[config.mk]
export PLATFORM = sky130hd
export DESIGN_NAME = wdt_timer_unit
export DESIGN_NICKNAME = d
export VERILOG_FILES = /design/src/pkg/wdt_pkg.sv /design/src/pkg/wdt_ctl_if.sv /design/src/rtl/wdt_irq_regs.sv /design/src/rtl/wdt_prescaler.sv /design/src/rtl/wdt_timer_unit.sv
export SDC_FILE = /design/constraint.sdc
export NUM_CORES = 1
export LEC_CHECK = 0
export ABC_AREA = 1
export BUFFER_PORTS_ARGS = -buffer_cell sky130_fd_sc_hd__buf_2
export CELL_PAD_IN_SITES_DETAIL_PLACEMENT = 0
export CELL_PAD_IN_SITES_GLOBAL_PLACEMENT = 1
export CORE_MARGIN = 2
export CORE_UTILIZATION = 38
export CTS_CLUSTER_DIAMETER = 50
export DETAILED_ROUTE_END_ITERATION = 8
export GPL_TIMING_DRIVEN = 1
export HOLD_SLACK_MARGIN = 0.02
export MAX_ROUTING_LAYER = met4
export PLACE_DENSITY_LB_ADDON = 0.1
export SLEW_MARGIN = 20
export SYNTH_ARGS = -nofsm -noshare
export SYNTH_HDL_FRONTEND = slang
export SYNTH_HIERARCHICAL = 1
export SYNTH_SLANG_ARGS = --single-unit
[constraint.sdc]
create_clock -name clock -period 3.1 [get_ports clock]
set_input_delay 0.62 -clock clock [delete_from_list [all_inputs] [get_ports clock]]
set_output_delay 0.62 -clock clock [all_outputs]
set_load 0.005 [all_outputs]
[src/pkg/wdt_pkg.sv]
// Purpose: shared constants and types of the watchdog timer unit
// Assumes: byte addressed register bus, 32-bit data
// Notes: all offsets are byte addresses
package wdt_pkg;

  localparam int unsigned CLOCK_HZ = 10_000_000;
  localparam int unsigned ADDR_W = 20;

  ////////////////////////////////////////////////////////////////////////////
  // register offsets
  localparam logic [19:0] CTL_ADDR = 20'h40108;
  localparam logic [19:0] STAT_ADDR = 20'h4010c;
  localparam logic [19:0] CLR_ADDR = 20'h40110;
  localparam logic [19:0] IEN_ADDR = 20'h40114;

  ////////////////////////////////////////////////////////////////////////////
  // control register fields
  localparam int unsigned PSC_LSB = 0;
  localparam int unsigned PSC_W = 3;
  localparam int unsigned EN_BIT = 4;
  localparam int unsigned CLR_BIT = 5;
  localparam int unsigned ACT_BIT = 6;
  localparam int unsigned MASK_LSB = 8;
  localparam int unsigned MASK_W = 7;
  localparam int unsigned CNT_LSB = 16;
  localparam int unsigned CNT_W = 15;

  ////////////////////////////////////////////////////////////////////////////
  // reset values
  localparam logic [2:0] PSC_RST = 3'h7;
  localparam logic [14:0] CNT_RST = 15'h0000;
  localparam logic [14:0] DIV_RST = 15'h0000;

  ////////////////////////////////////////////////////////////////////////////
  // interrupt events
  localparam int unsigned EV_W = 2;
  localparam int unsigned EV_OVF = 0;
  localparam int unsigned EV_WDRST = 1;
  localparam logic [1:0] EV_RST = 2'h0;

  typedef enum logic [1:0] {
    WDT_NORMAL = 2'b00,
    WDT_IDLE = 2'b01,
    WDT_SLEEP = 2'b11
  } wdt_pwr_e;

  // last divider count for select code: divide by 2^(2*sel+1)
  function automatic logic [14:0] wdt_div_last(input logic [2:0] sel);
    wdt_div_last = 15'((32'h1 << {sel, 1'b1}) - 32'h1);
  endfunction : wdt_div_last

endpackage : wdt_pkg

[src/pkg/wdt_ctl_if.sv]
// Purpose: carrier between the watchdog core and its two helpers
// Assumes: one clock domain
// Notes: presc/pcore face the prescaler, irqs/icore the interrupt block
interface wdt_ctl_if;
  logic run;
  logic restart;
  logic [2:0] sel;
  logic tick;
  logic [1:0] ev;
  logic clr_wr;
  logic [1:0] clr_data;
  logic ien_wr;
  logic [1:0] ien_data;
  logic [1:0] status;
  logic [1:0] ien;
  logic irq;
  modport presc (input run, input restart, input sel, output tick);
  modport pcore (output run, output restart, output sel, input tick);
  modport irqs (input ev, input clr_wr, input clr_data, input ien_wr,
    input ien_data, output status, output ien, output irq);
  modport icore (output ev, output clr_wr, output clr_data, output ien_wr,
    output ien_data, input status, input ien, input irq);
endinterface : wdt_ctl_if

[src/rtl/wdt_irq_regs.sv]
// Purpose: sticky event status, enable mask and level interrupt
// Assumes: clear register is write one to clear
// Notes: a set in the clearing cycle wins
module wdt_irq_regs (
  input wire logic clock,
  input wire logic srst,
  wdt_ctl_if.irqs ctl
);

  logic [1:0] next_status;
  logic [1:0] next_ien;

  always_comb
  begin
    next_status = ctl.status;
    if (ctl.clr_wr)
      next_status = next_status & ~ctl.clr_data;
    next_status = next_status | ctl.ev;
    next_ien = ctl.ien_wr ? ctl.ien_data : ctl.ien;
  end

  always_ff @(posedge clock)
  begin
    if (srst)
    begin
      ctl.status <= wdt_pkg::EV_RST;
      ctl.ien <= wdt_pkg::EV_RST;
      ctl.irq <= 1'b0;
    end
    else
    begin
      ctl.status <= next_status;
      ctl.ien <= next_ien;
      ctl.irq <= |(next_status & next_ien);
    end
  end
endmodule : wdt_irq_regs

[src/rtl/wdt_prescaler.sv]
// Purpose: counting enable from the low-speed rc clock, divided by select
// Assumes: rc clock far slower than the system clock
// Notes: rc clock is a pin, synchronised before use
module wdt_prescaler (
  input wire logic clock,
  input wire logic srst,
  input wire logic low_speed_rc_clock,
  wdt_ctl_if.presc ctl
);

  logic low_speed_rc_clock_meta;
  logic low_speed_rc_clock_sync;
  logic low_speed_rc_clock_prev;
  logic rise;
  logic [14:0] div;
  logic [14:0] last;

  always_ff @(posedge clock)
  begin
    if (srst)
    begin
      low_speed_rc_clock_meta <= 1'b0;
      low_speed_rc_clock_sync <= 1'b0;
      low_speed_rc_clock_prev <= 1'b0;
    end
    else
    begin
      low_speed_rc_clock_meta <= low_speed_rc_clock;
      low_speed_rc_clock_sync <= low_speed_rc_clock_meta;
      low_speed_rc_clock_prev <= low_speed_rc_clock_sync;
    end
  end

  assign rise = low_speed_rc_clock_sync & ~low_speed_rc_clock_prev;
  assign last = wdt_pkg::wdt_div_last(ctl.sel);

  always_ff @(posedge clock)
  begin
    if (srst)
    begin
      div <= wdt_pkg::DIV_RST;
      ctl.tick <= 1'b0;
    end
    else
    begin
      ctl.tick <= 1'b0;
      if (ctl.restart || !ctl.run)
        div <= wdt_pkg::DIV_RST;
      else if (rise)
      begin
        if (div >= last)
        begin
          div <= wdt_pkg::DIV_RST;
          ctl.tick <= 1'b1;
        end
        else
          div <= div + 15'h0001;
      end
    end
  end
endmodule : wdt_prescaler

[src/rtl/wdt_timer_unit.sv]
// Purpose: watchdog timer with avalon-mm control and status register
// Assumes: power mode comes from logic on the same clock
// Notes: chip reset request is a pulse; srst is the full power-on reset
//
// Our own choice: the Avalon-MM slave port.
module wdt_timer_unit #(
  parameter int unsigned COUNT_W = wdt_pkg::CNT_W
) (
  input wire logic clock,
  input wire logic srst,
  input wire logic [19:0] avs_address,
  input wire logic avs_read,
  input wire logic avs_write,
  input wire logic [31:0] avs_writedata,
  input wire logic [3:0] avs_byteenable,
  output logic [31:0] avs_readdata,
  output logic avs_waitrequest,
  input wire logic low_speed_rc_clock,
  input wire wdt_pkg::wdt_pwr_e power_mode,
  output logic chip_reset_req,
  output logic wake_event,
  output logic irq
);

  wdt_ctl_if ctl ();

  logic [2:0] prescale_sel;
  logic run_enable;
  logic action_select;
  logic [COUNT_W-1:0] counter;
  logic acc_wr;
  logic acc_rd;
  logic ctl_wr;
  logic [6:0] upd;
  logic clr_fire;
  logic is_normal;
  logic is_idle;
  logic count_run;
  logic ovf;
  logic [31:0] next_readdata;

  ////////////////////////////////////////////////////////////////////////////
  // helpers

  wdt_prescaler u_prescaler (
    .clock(clock),
    .srst(srst),
    .low_speed_rc_clock(low_speed_rc_clock),
    .ctl(ctl.presc)
  );

  wdt_irq_regs u_irq (
    .clock(clock),
    .srst(srst),
    .ctl(ctl.irqs)
  );

  ////////////////////////////////////////////////////////////////////////////
  // bus access decode

  assign acc_wr = avs_write & ~avs_waitrequest;
  assign acc_rd = avs_read & ~avs_waitrequest;
  assign ctl_wr = acc_wr & (avs_address == wdt_pkg::CTL_ADDR)
    & avs_byteenable[0] & avs_byteenable[1];

  // write mask per control bit
  assign upd = avs_writedata[wdt_pkg::MASK_LSB +: wdt_pkg::MASK_W]
    & {wdt_pkg::MASK_W{ctl_wr}};

  assign clr_fire = upd[wdt_pkg::CLR_BIT]
    & avs_writedata[wdt_pkg::CLR_BIT];

  ////////////////////////////////////////////////////////////////////////////
  // power mode and overflow

  assign is_normal = (power_mode == wdt_pkg::WDT_NORMAL);
  assign is_idle = (power_mode == wdt_pkg::WDT_IDLE);
  assign count_run = run_enable & (is_normal | is_idle);
  assign ovf = ctl.tick & count_run & (&counter) & ~clr_fire;

  assign ctl.run = count_run;
  assign ctl.restart = clr_fire;
  assign ctl.sel = prescale_sel;

  // idle always raises the overflow event; normal raises it only in timer mode
  assign ctl.ev[wdt_pkg::EV_OVF] = ovf & (is_idle | ~action_select);
  assign ctl.ev[wdt_pkg::EV_WDRST] = ovf & is_normal & action_select;

  assign ctl.clr_wr = acc_wr & (avs_address == wdt_pkg::CLR_ADDR)
    & avs_byteenable[0];
  assign ctl.clr_data = avs_writedata[1:0];
  assign ctl.ien_wr = acc_wr & (avs_address == wdt_pkg::IEN_ADDR)
    & avs_byteenable[0];
  assign ctl.ien_data = avs_writedata[1:0];

  assign irq = ctl.irq;

  ////////////////////////////////////////////////////////////////////////////
  // control fields

  genvar gi;
  generate
    for (gi = 0; gi < wdt_pkg::PSC_W; gi++)
    begin : g_psc
      always_ff @(posedge clock)
      begin
        if (srst)
          prescale_sel[gi] <= wdt_pkg::PSC_RST[gi];
        else if (upd[wdt_pkg::PSC_LSB + gi])
          prescale_sel[gi] <= avs_writedata[wdt_pkg::PSC_LSB + gi];
      end
    end
  endgenerate

  always_ff @(posedge clock)
  begin
    if (srst)
      run_enable <= 1'b0;
    else if (upd[wdt_pkg::EN_BIT] && avs_writedata[wdt_pkg::EN_BIT]
      && is_normal)
      run_enable <= 1'b1;
  end

  always_ff @(posedge clock)
  begin
    if (srst)
      action_select <= 1'b0;
    else if (upd[wdt_pkg::ACT_BIT] && avs_writedata[wdt_pkg::ACT_BIT])
      action_select <= 1'b1;
  end

  ////////////////////////////////////////////////////////////////////////////
  // counter

  always_ff @(posedge clock)
  begin
    if (srst)
      counter <= COUNT_W'(wdt_pkg::CNT_RST);
    else if (clr_fire)
      counter <= COUNT_W'(wdt_pkg::CNT_RST);
    else if (ctl.tick && count_run)
      counter <= counter + COUNT_W'(15'h0001);
  end

  ////////////////////////////////////////////////////////////////////////////
  // overflow outputs; srst is not driven by our own reset request

  always_ff @(posedge clock)
  begin
    if (srst)
    begin
      chip_reset_req <= 1'b0;
      wake_event <= 1'b0;
    end
    else
    begin
      chip_reset_req <= ovf & is_normal & action_select;
      wake_event <= ovf & is_idle;
    end
  end

  ////////////////////////////////////////////////////////////////////////////
  // avalon slave: one wait cycle, then the answer

  always_comb
  begin
    next_readdata = 32'h0000_0000;
    unique case (avs_address)
      wdt_pkg::CTL_ADDR:
      begin
        next_readdata[wdt_pkg::CNT_LSB +: wdt_pkg::CNT_W] =
          15'(counter);
        next_readdata[wdt_pkg::ACT_BIT] = action_select;
        next_readdata[wdt_pkg::CLR_BIT] = 1'b0;
        next_readdata[wdt_pkg::EN_BIT] = run_enable;
        next_readdata[wdt_pkg::PSC_LSB +: wdt_pkg::PSC_W] = prescale_sel;
      end
      wdt_pkg::STAT_ADDR:
        next_readdata[1:0] = ctl.status;
      wdt_pkg::IEN_ADDR:
        next_readdata[1:0] = ctl.ien;
      default:
        next_readdata = 32'h0000_0000;
    endcase
  end

  always_ff @(posedge clock)
  begin
    if (srst)
    begin
      avs_waitrequest <= 1'b1;
      avs_readdata <= 32'h0000_0000;
    end
    else if (!avs_waitrequest)
      avs_waitrequest <= 1'b1;
    else if (avs_read || avs_write)
    begin
      avs_waitrequest <= 1'b0;
      avs_readdata <= next_readdata;
    end
  end
endmodule : wdt_timer_unit

# After elaboration in Yosys (flattened, before gate mapping)
# Index checks and enable logic that the tools add are counted.
# classes
n_shift	1
n_addsub	3
eq_ne	5
magnitude_cmp	1
n_mux	9
bitwise_logic	30
n_reduce_logical	15
# ops
op	count
equality test 20 x 19 -> 1 bit, second input constant	4
adder 15 x 1 -> 15 bit, second input constant	2
2-to-1 mux 15 bit	2
AND 1 bit	18
greater-or-equal comparator 15 bit	1
AND reduction 15 bit	1
left shift 1 x 4 -> 15 bit, first input constant	1
subtractor 15 x 1 -> 15 bit, second input constant	1
OR reduction 2 bit	4
AND 7 bit	1
one-hot mux 2 bit (3 select lines)	1
NOT 1 bit	5
AND 2 bit	2
logical AND 1 bit	4
2-to-1 mux 2 bit	2
2-to-1 mux 1 bit	3
2-to-1 mux 3 bit	1
OR reduction 3 bit	1
equality test 2 x 1 -> 1 bit, second input constant	1
zero test 2 bit	1
logical OR 1 bit	2
NOT 2 bit	1
OR 1 bit	2
OR 2 bit	1
other kinds (2)	2
# word_totals
in_bits	63
register_bits	68
elab_cells	82
output_inout_bits	36

# Depth between registers and ports, before layout
# depth
word_depth	14
depth_mapped	21
mapped_depth_nobuf	20

# Cells and area by module
# Netlist, hierarchy kept.
# by_module_without_submodules
mod	cells_each	instances	seq_area_each_um2	area_per_inst_um2
wdt_timer_unit	279	1	860.8	2177.1
wdt_prescaler	201	1	380.4	1386.3
wdt_irq_regs	28	1	100.1	193.9

# Worst setup path after synthesis
# OpenSTA, ideal clock, no wires.
# synth_timing
path_kind	flip-flop to flip-flop
startpoint	register prescale_sel[1] (netlist: ctl.sel[1])
endpoint	register u_prescaler.div[9]
n_path_buf	1
t_arrival_ps	2406
required_ps	2984
slack_ps	579
stages_incl_launch_ff	22
period_less_slack_ps	2521
setup_ps	116
path_cell_list	dfxtp_1 > inv_1 > nand2_1 > nor2_1 > inv_1 > ha_1 > o21ai_1 > nor2_2 > o31ai_2 > xor2_1 > inv_1 > ha_1 > nand2_1 > nor2_2 > nand3_1 > nor2_1 > nand2_1 > nand2_1 > nand2_2 > nand2_4 > buf_12 > nor2_1
# synth_between
elab_chain_len	4
# synth_lines
element	line	source
start, declared	wdt_timer_unit.sv:27	logic [2:0] prescale_sel;
start signal, assigned by index	wdt_timer_unit.sv:108	prescale_sel[gi] <= wdt_pkg::PSC_RST[gi];
start signal, assigned by index	wdt_timer_unit.sv:110	prescale_sel[gi] <= avs_writedata[wdt_pkg::PSC_LSB + gi];
left shift 1 x 4 -> 15 bit	wdt_pkg.sv:49	wdt_div_last = 15'((32'h1 << {sel, 1'b1}) - 32'h1);
subtractor 15 x 1 -> 15 bit	wdt_pkg.sv:49	
greater-or-equal comparator 15 bit	wdt_prescaler.sv:51	if (div >= last)
2-to-1 mux 15 bit	wdt_prescaler.sv:51	
end signal, assigned	wdt_prescaler.sv:48	div <= wdt_pkg::DIV_RST;
end signal, assigned	wdt_prescaler.sv:53	div <= wdt_pkg::DIV_RST;
end signal, assigned	wdt_prescaler.sv:57	div <= div + 15'h0001;
end, declared	wdt_prescaler.sv:15	logic [14:0] div;
# Every way passes these cells.
# A chain may end at the register's enable or synchronous reset.

# Worst setup path after layout
# layout_timing
startpoint	register prescale_sel[1] (netlist: ctl.sel[1])
endpoint	register u_prescaler.div[13]
# The elaborated chain is that of the path after synthesis.

==> flow_summary.rst <==
.. list-table::
   :header-rows: 1

   * - Metric
     - Value
   * - Run status
     - completed
   * - Required time of the critical path
     - 3.32 ns
   * - Worst skew pair latency
     - 0.33 ns
   * - Arr. time, crit path
     - 2.95 ns
   * - Total global-route track usage
     - 17.9%
   * - Slowest library cell on the worst path
     - sky130_fd_sc_hd__dfxtp_1
   * - Peak per-stage delay on the critical path
     - 0.31 ns
   * - Setup repair after global routing missed its margin
     - no
   * - ANT cells
     - 0
   * - Total CTS buffers
     - 9
   * - Critical path cell sequence
     - inv_1 -> nand2_1 -> nor2_2 -> inv_1 -> ha_1 -> o21ai_1 -> nor2_2 -> o31ai_2 -> xor2_1 -> inv_1 -> ha_1 -> nand2_1 -> nor2_2 -> nand3_1 -> nor2_1 -> nand2_1 -> nand2_1 -> nand2_2 -> nand2_4 -> nor2_1
   * - Number of slew-limit violations in the final report
     - 0
   * - Most used flip-flop cell after synthesis
     - sky130_fd_sc_hd__dfxtp_1
   * - Sinks on Clock Net
     - 67
   * - Die X-Extent
     - 103 microns
   * - Gate count after technology mapping
     - 508
   * - Area contributors post-synth
     - sky130_fd_sc_hd__dfxtp_1 36%, sky130_fd_sc_hd__nand2_1 12%, sky130_fd_sc_hd__ha_1 5.7%
   * - Final period demand of the worst path
     - 2.73 ns
   * - First-pass DRT Iterations
     - 5
   * - Transition time at the pin with the least slew margin
     - 0.782 ns
   * - Static Leak
     - 2.04 nW
   * - Die footprint
     - 10700 sq um
   * - Clock tree from TritonCTS
     - done
   * - Area added between synthesis and finish
     - 15.3%
   * - Proportion of synthesized chip area in sequential cells
     - 35.7%
   * - Total number of nets in the final design
     - 658
   * - Antenna violations before repair
     - 0
   * - Core area
     - 9680 sq um
   * - Most frequent cells after synthesis
     - 122 x sky130_fd_sc_hd__nand2_1, 67 x sky130_fd_sc_hd__dfxtp_1, 55 x sky130_fd_sc_hd__inv_1
   * - Routed wire per std cell
     - 12.1 microns
   * - Max rail drop VDD
     - 0.000187 V
   * - Most used cell, CP
     - sky130_fd_sc_hd__nand2_1
   * - Min-delay worst type
     - flop to flop
   * - First-pass GRT wire length
     - 14400 microns
   * - Critical Path Source Type
     - flop
   * - Count leader, synth
     - sky130_fd_sc_hd__nand2_1
   * - Synth warn
     - 6
   * - Count of endpoints failing setup in the final report
     - 0
   * - Total number of placement rows
     - 36
   * - Setup crit end kind
     - flop
   * - Cts-stage hold buffer count
     - 0
   * - Vias in the first global route
     - 3043
   * - Maximum root-to-sink buffer count
     - 2
   * - Final weighted congestion in routability-driven placement
     - 0.826
   * - Unique cell type count in the Yosys netlist
     - 38
   * - Post-synthesis average cell area
     - 7.40 sq um
   * - Final Hold Violating Endpoints
     - 0
   * - Yosys top cell by area
     - sky130_fd_sc_hd__dfxtp_1
   * - Async S/R FF share, synth
     - 0%
   * - Number of DRC violations after detailed-routing iteration 0
     - 87
   * - Maximum net fanout on the critical path
     - 13
   * - DR vias/cell
     - 4.63
   * - Clock slew at reported path FFs
     - 0.07 ns
   * - Buffers on Ports
     - 64
   * - Combined flip-flop and latch cell area
     - 1340 sq um
   * - Die height
     - 103 microns
   * - Aggregate global routing overflow
     - 0
   * - # Max-Cap Violations
     - 0
   * - Area of the mapped netlist
     - 3760 sq um
   * - Pin count of the biggest net entering global routing
     - 40
   * - Count of state elements after synthesis
     - 67
   * - Tcrit/Tclk final
     - 88.2%
   * - Peak Freq
     - 366 MHz
   * - Post-synth top area share
     - 35.7%
   * - Fillers
     - 1053
   * - Share of layout cells above drive strength 1
     - 23.2%
   * - CTS root buf
     - sky130_fd_sc_hd__clkbuf_8
   * - Worst slew margin
     - 47.8%
   * - Setup TNS
     - 0 ns
   * - Clock tree skew after final layout
     - 0.00515 ns
   * - Total detailed-routing wirelength
     - 8680 microns
   * - Category of the critical setup timing path
     - flop to flop
   * - Pwr Total
     - 0.00164 W
   * - Initial cell density of the core
     - 38.8%
   * - Area of the multi-input gates
     - 2070 sq um
   * - Routed Antenna Nets
     - 0
   * - Sum of net half-perimeters after detailed placement
     - 6710 microns
   * - Via count
     - 3311
   * - Number of levels the H-tree was split into
     - 3
   * - Power per Cell Area
     - 378 nW/um^2
   * - Number of enable flip-flop cells after synthesis
     - 0
   * - DR DRC count
     - 0
   * - Number of top-level design ports
     - 99
==> kinds of logic (layout without fill, tap and decap cells) <==
kind of cell | count (synthesis) | after routing | synth area share (%)
AND/OR/NAND/NOR | 260 | 260 | 35.2
buffers and inverters | 80 | 143 | 10.3
flip-flops | 67 | 67 | 35.7
AO/OA/AOI/OAI | 66 | 66 | 9.06
adder cells (fa/ha/maj) | 17 | 17 | 5.66
XOR/XNOR | 17 | 17 | 3.96
other | 1 | 12 | 0.0998
==> placed cells by master (no fill, tap or decap), drive strengths merged <==
cell / instances
clkinvlp: 2
o21bai: 1
inv: 58
xnor2: 6
nand3: 39
and3: 1
nor2: 67
nand4: 11
o31ai: 1
nand2: 128
nor3: 6
clkinv: 3
buf: 71
conb: 12
ha: 17
o21ai: 23
nand3b: 2
xor2: 11
nor4: 2
or2: 4
dfxtp: 67
clkbuf: 9
a21oi: 41
==> per-stage QoR <==
step	setup slack [ns]	cells	area, sq um	util (%)	hold WS (ns)
after CTS	0.213	715	4330	44.7	0.411
after detailed placement	0.235	700	4160	43.0	0.400
final	0.366	715	4330	44.7	0.406
after global placement	0.311	700	4160	43.0	0.392
after floorplan	0.579	519	3800	-	0.388
after global routing	0.0341	715	4330	44.7	0.443
==> layer usage <==
metal  GRT usage, %  share of wire (%)  vias to the layer above
met3           3.02                2.8                        8
met4           5.16               0.98                        0
met1           22.1                 47                     1505
met5              -                  0                        -
li1               -                  -                     1745
met2           30.0                 49                       53
==> sequential cells by signal (all words and copies together), names as in the netlist, 2 cells and up <==
signal            count
ctl.sel               3
u_prescaler/div      15
u_irq/ctl.ien         2
counter              15
u_irq/ctl.status      2
avs_readdata         20
==> final timing paths <==
path / start / to / slack [ns] / cells past startpoint
hold / removal: u_prescaler/low_speed_rc_clock_meta$_SDFF_PP0_ / u_prescaler/low_speed_rc_clock_sync$_SDFF_PP0_ / 0.41 / 2
setup reg to reg: ctl.sel[1]$_SDFFE_PP1P_ / u_prescaler/div[13]$_SDFFE_PP0P_ / 0.37 / 20
setup / recovery: ctl.sel[1]$_SDFFE_PP1P_ / u_prescaler/div[13]$_SDFFE_PP0P_ / 0.37 / 20
hold reg to reg: u_prescaler/low_speed_rc_clock_meta$_SDFF_PP0_ / u_prescaler/low_speed_rc_clock_sync$_SDFF_PP0_ / 0.41 / 2
==> report_power, final <==
| part | total (W) | internal [W] | switching (W) |
|---|---|---|---|
| Sequential | 0.000888 | 0.000879 | 0.00000856 |
| Clock | 0.000630 | 0.000287 | 0.000343 |
| Combinational | 0.000121 | 0.0000484 | 0.0000723 |
==> critical path: cells and delay by family, from the launching register on <==
family,cells,cell delay (ns)
fa+ha+maj,2,0.48
compound gates,2,0.19
simple gates,12,1.26
buf+inv,3,0.22
flops,1,0.31
xor+xnor,1,0.17
==> timing repair <==
item	CTS	global route
resized for setup	0	1
setup endpoints to repair	0	13
setup buffers	0	0
==> area by class of cell <==
type                    count  area share, %
clock buffers               9           2.86
inverters                  57           4.94
clock inverters             6          0.982
well taps                 133           3.84
multi-input cells         372           47.8
flip-flops and latches     67           31.0
repair buffers             71           8.61
Power figures use the tool's default switching activity.
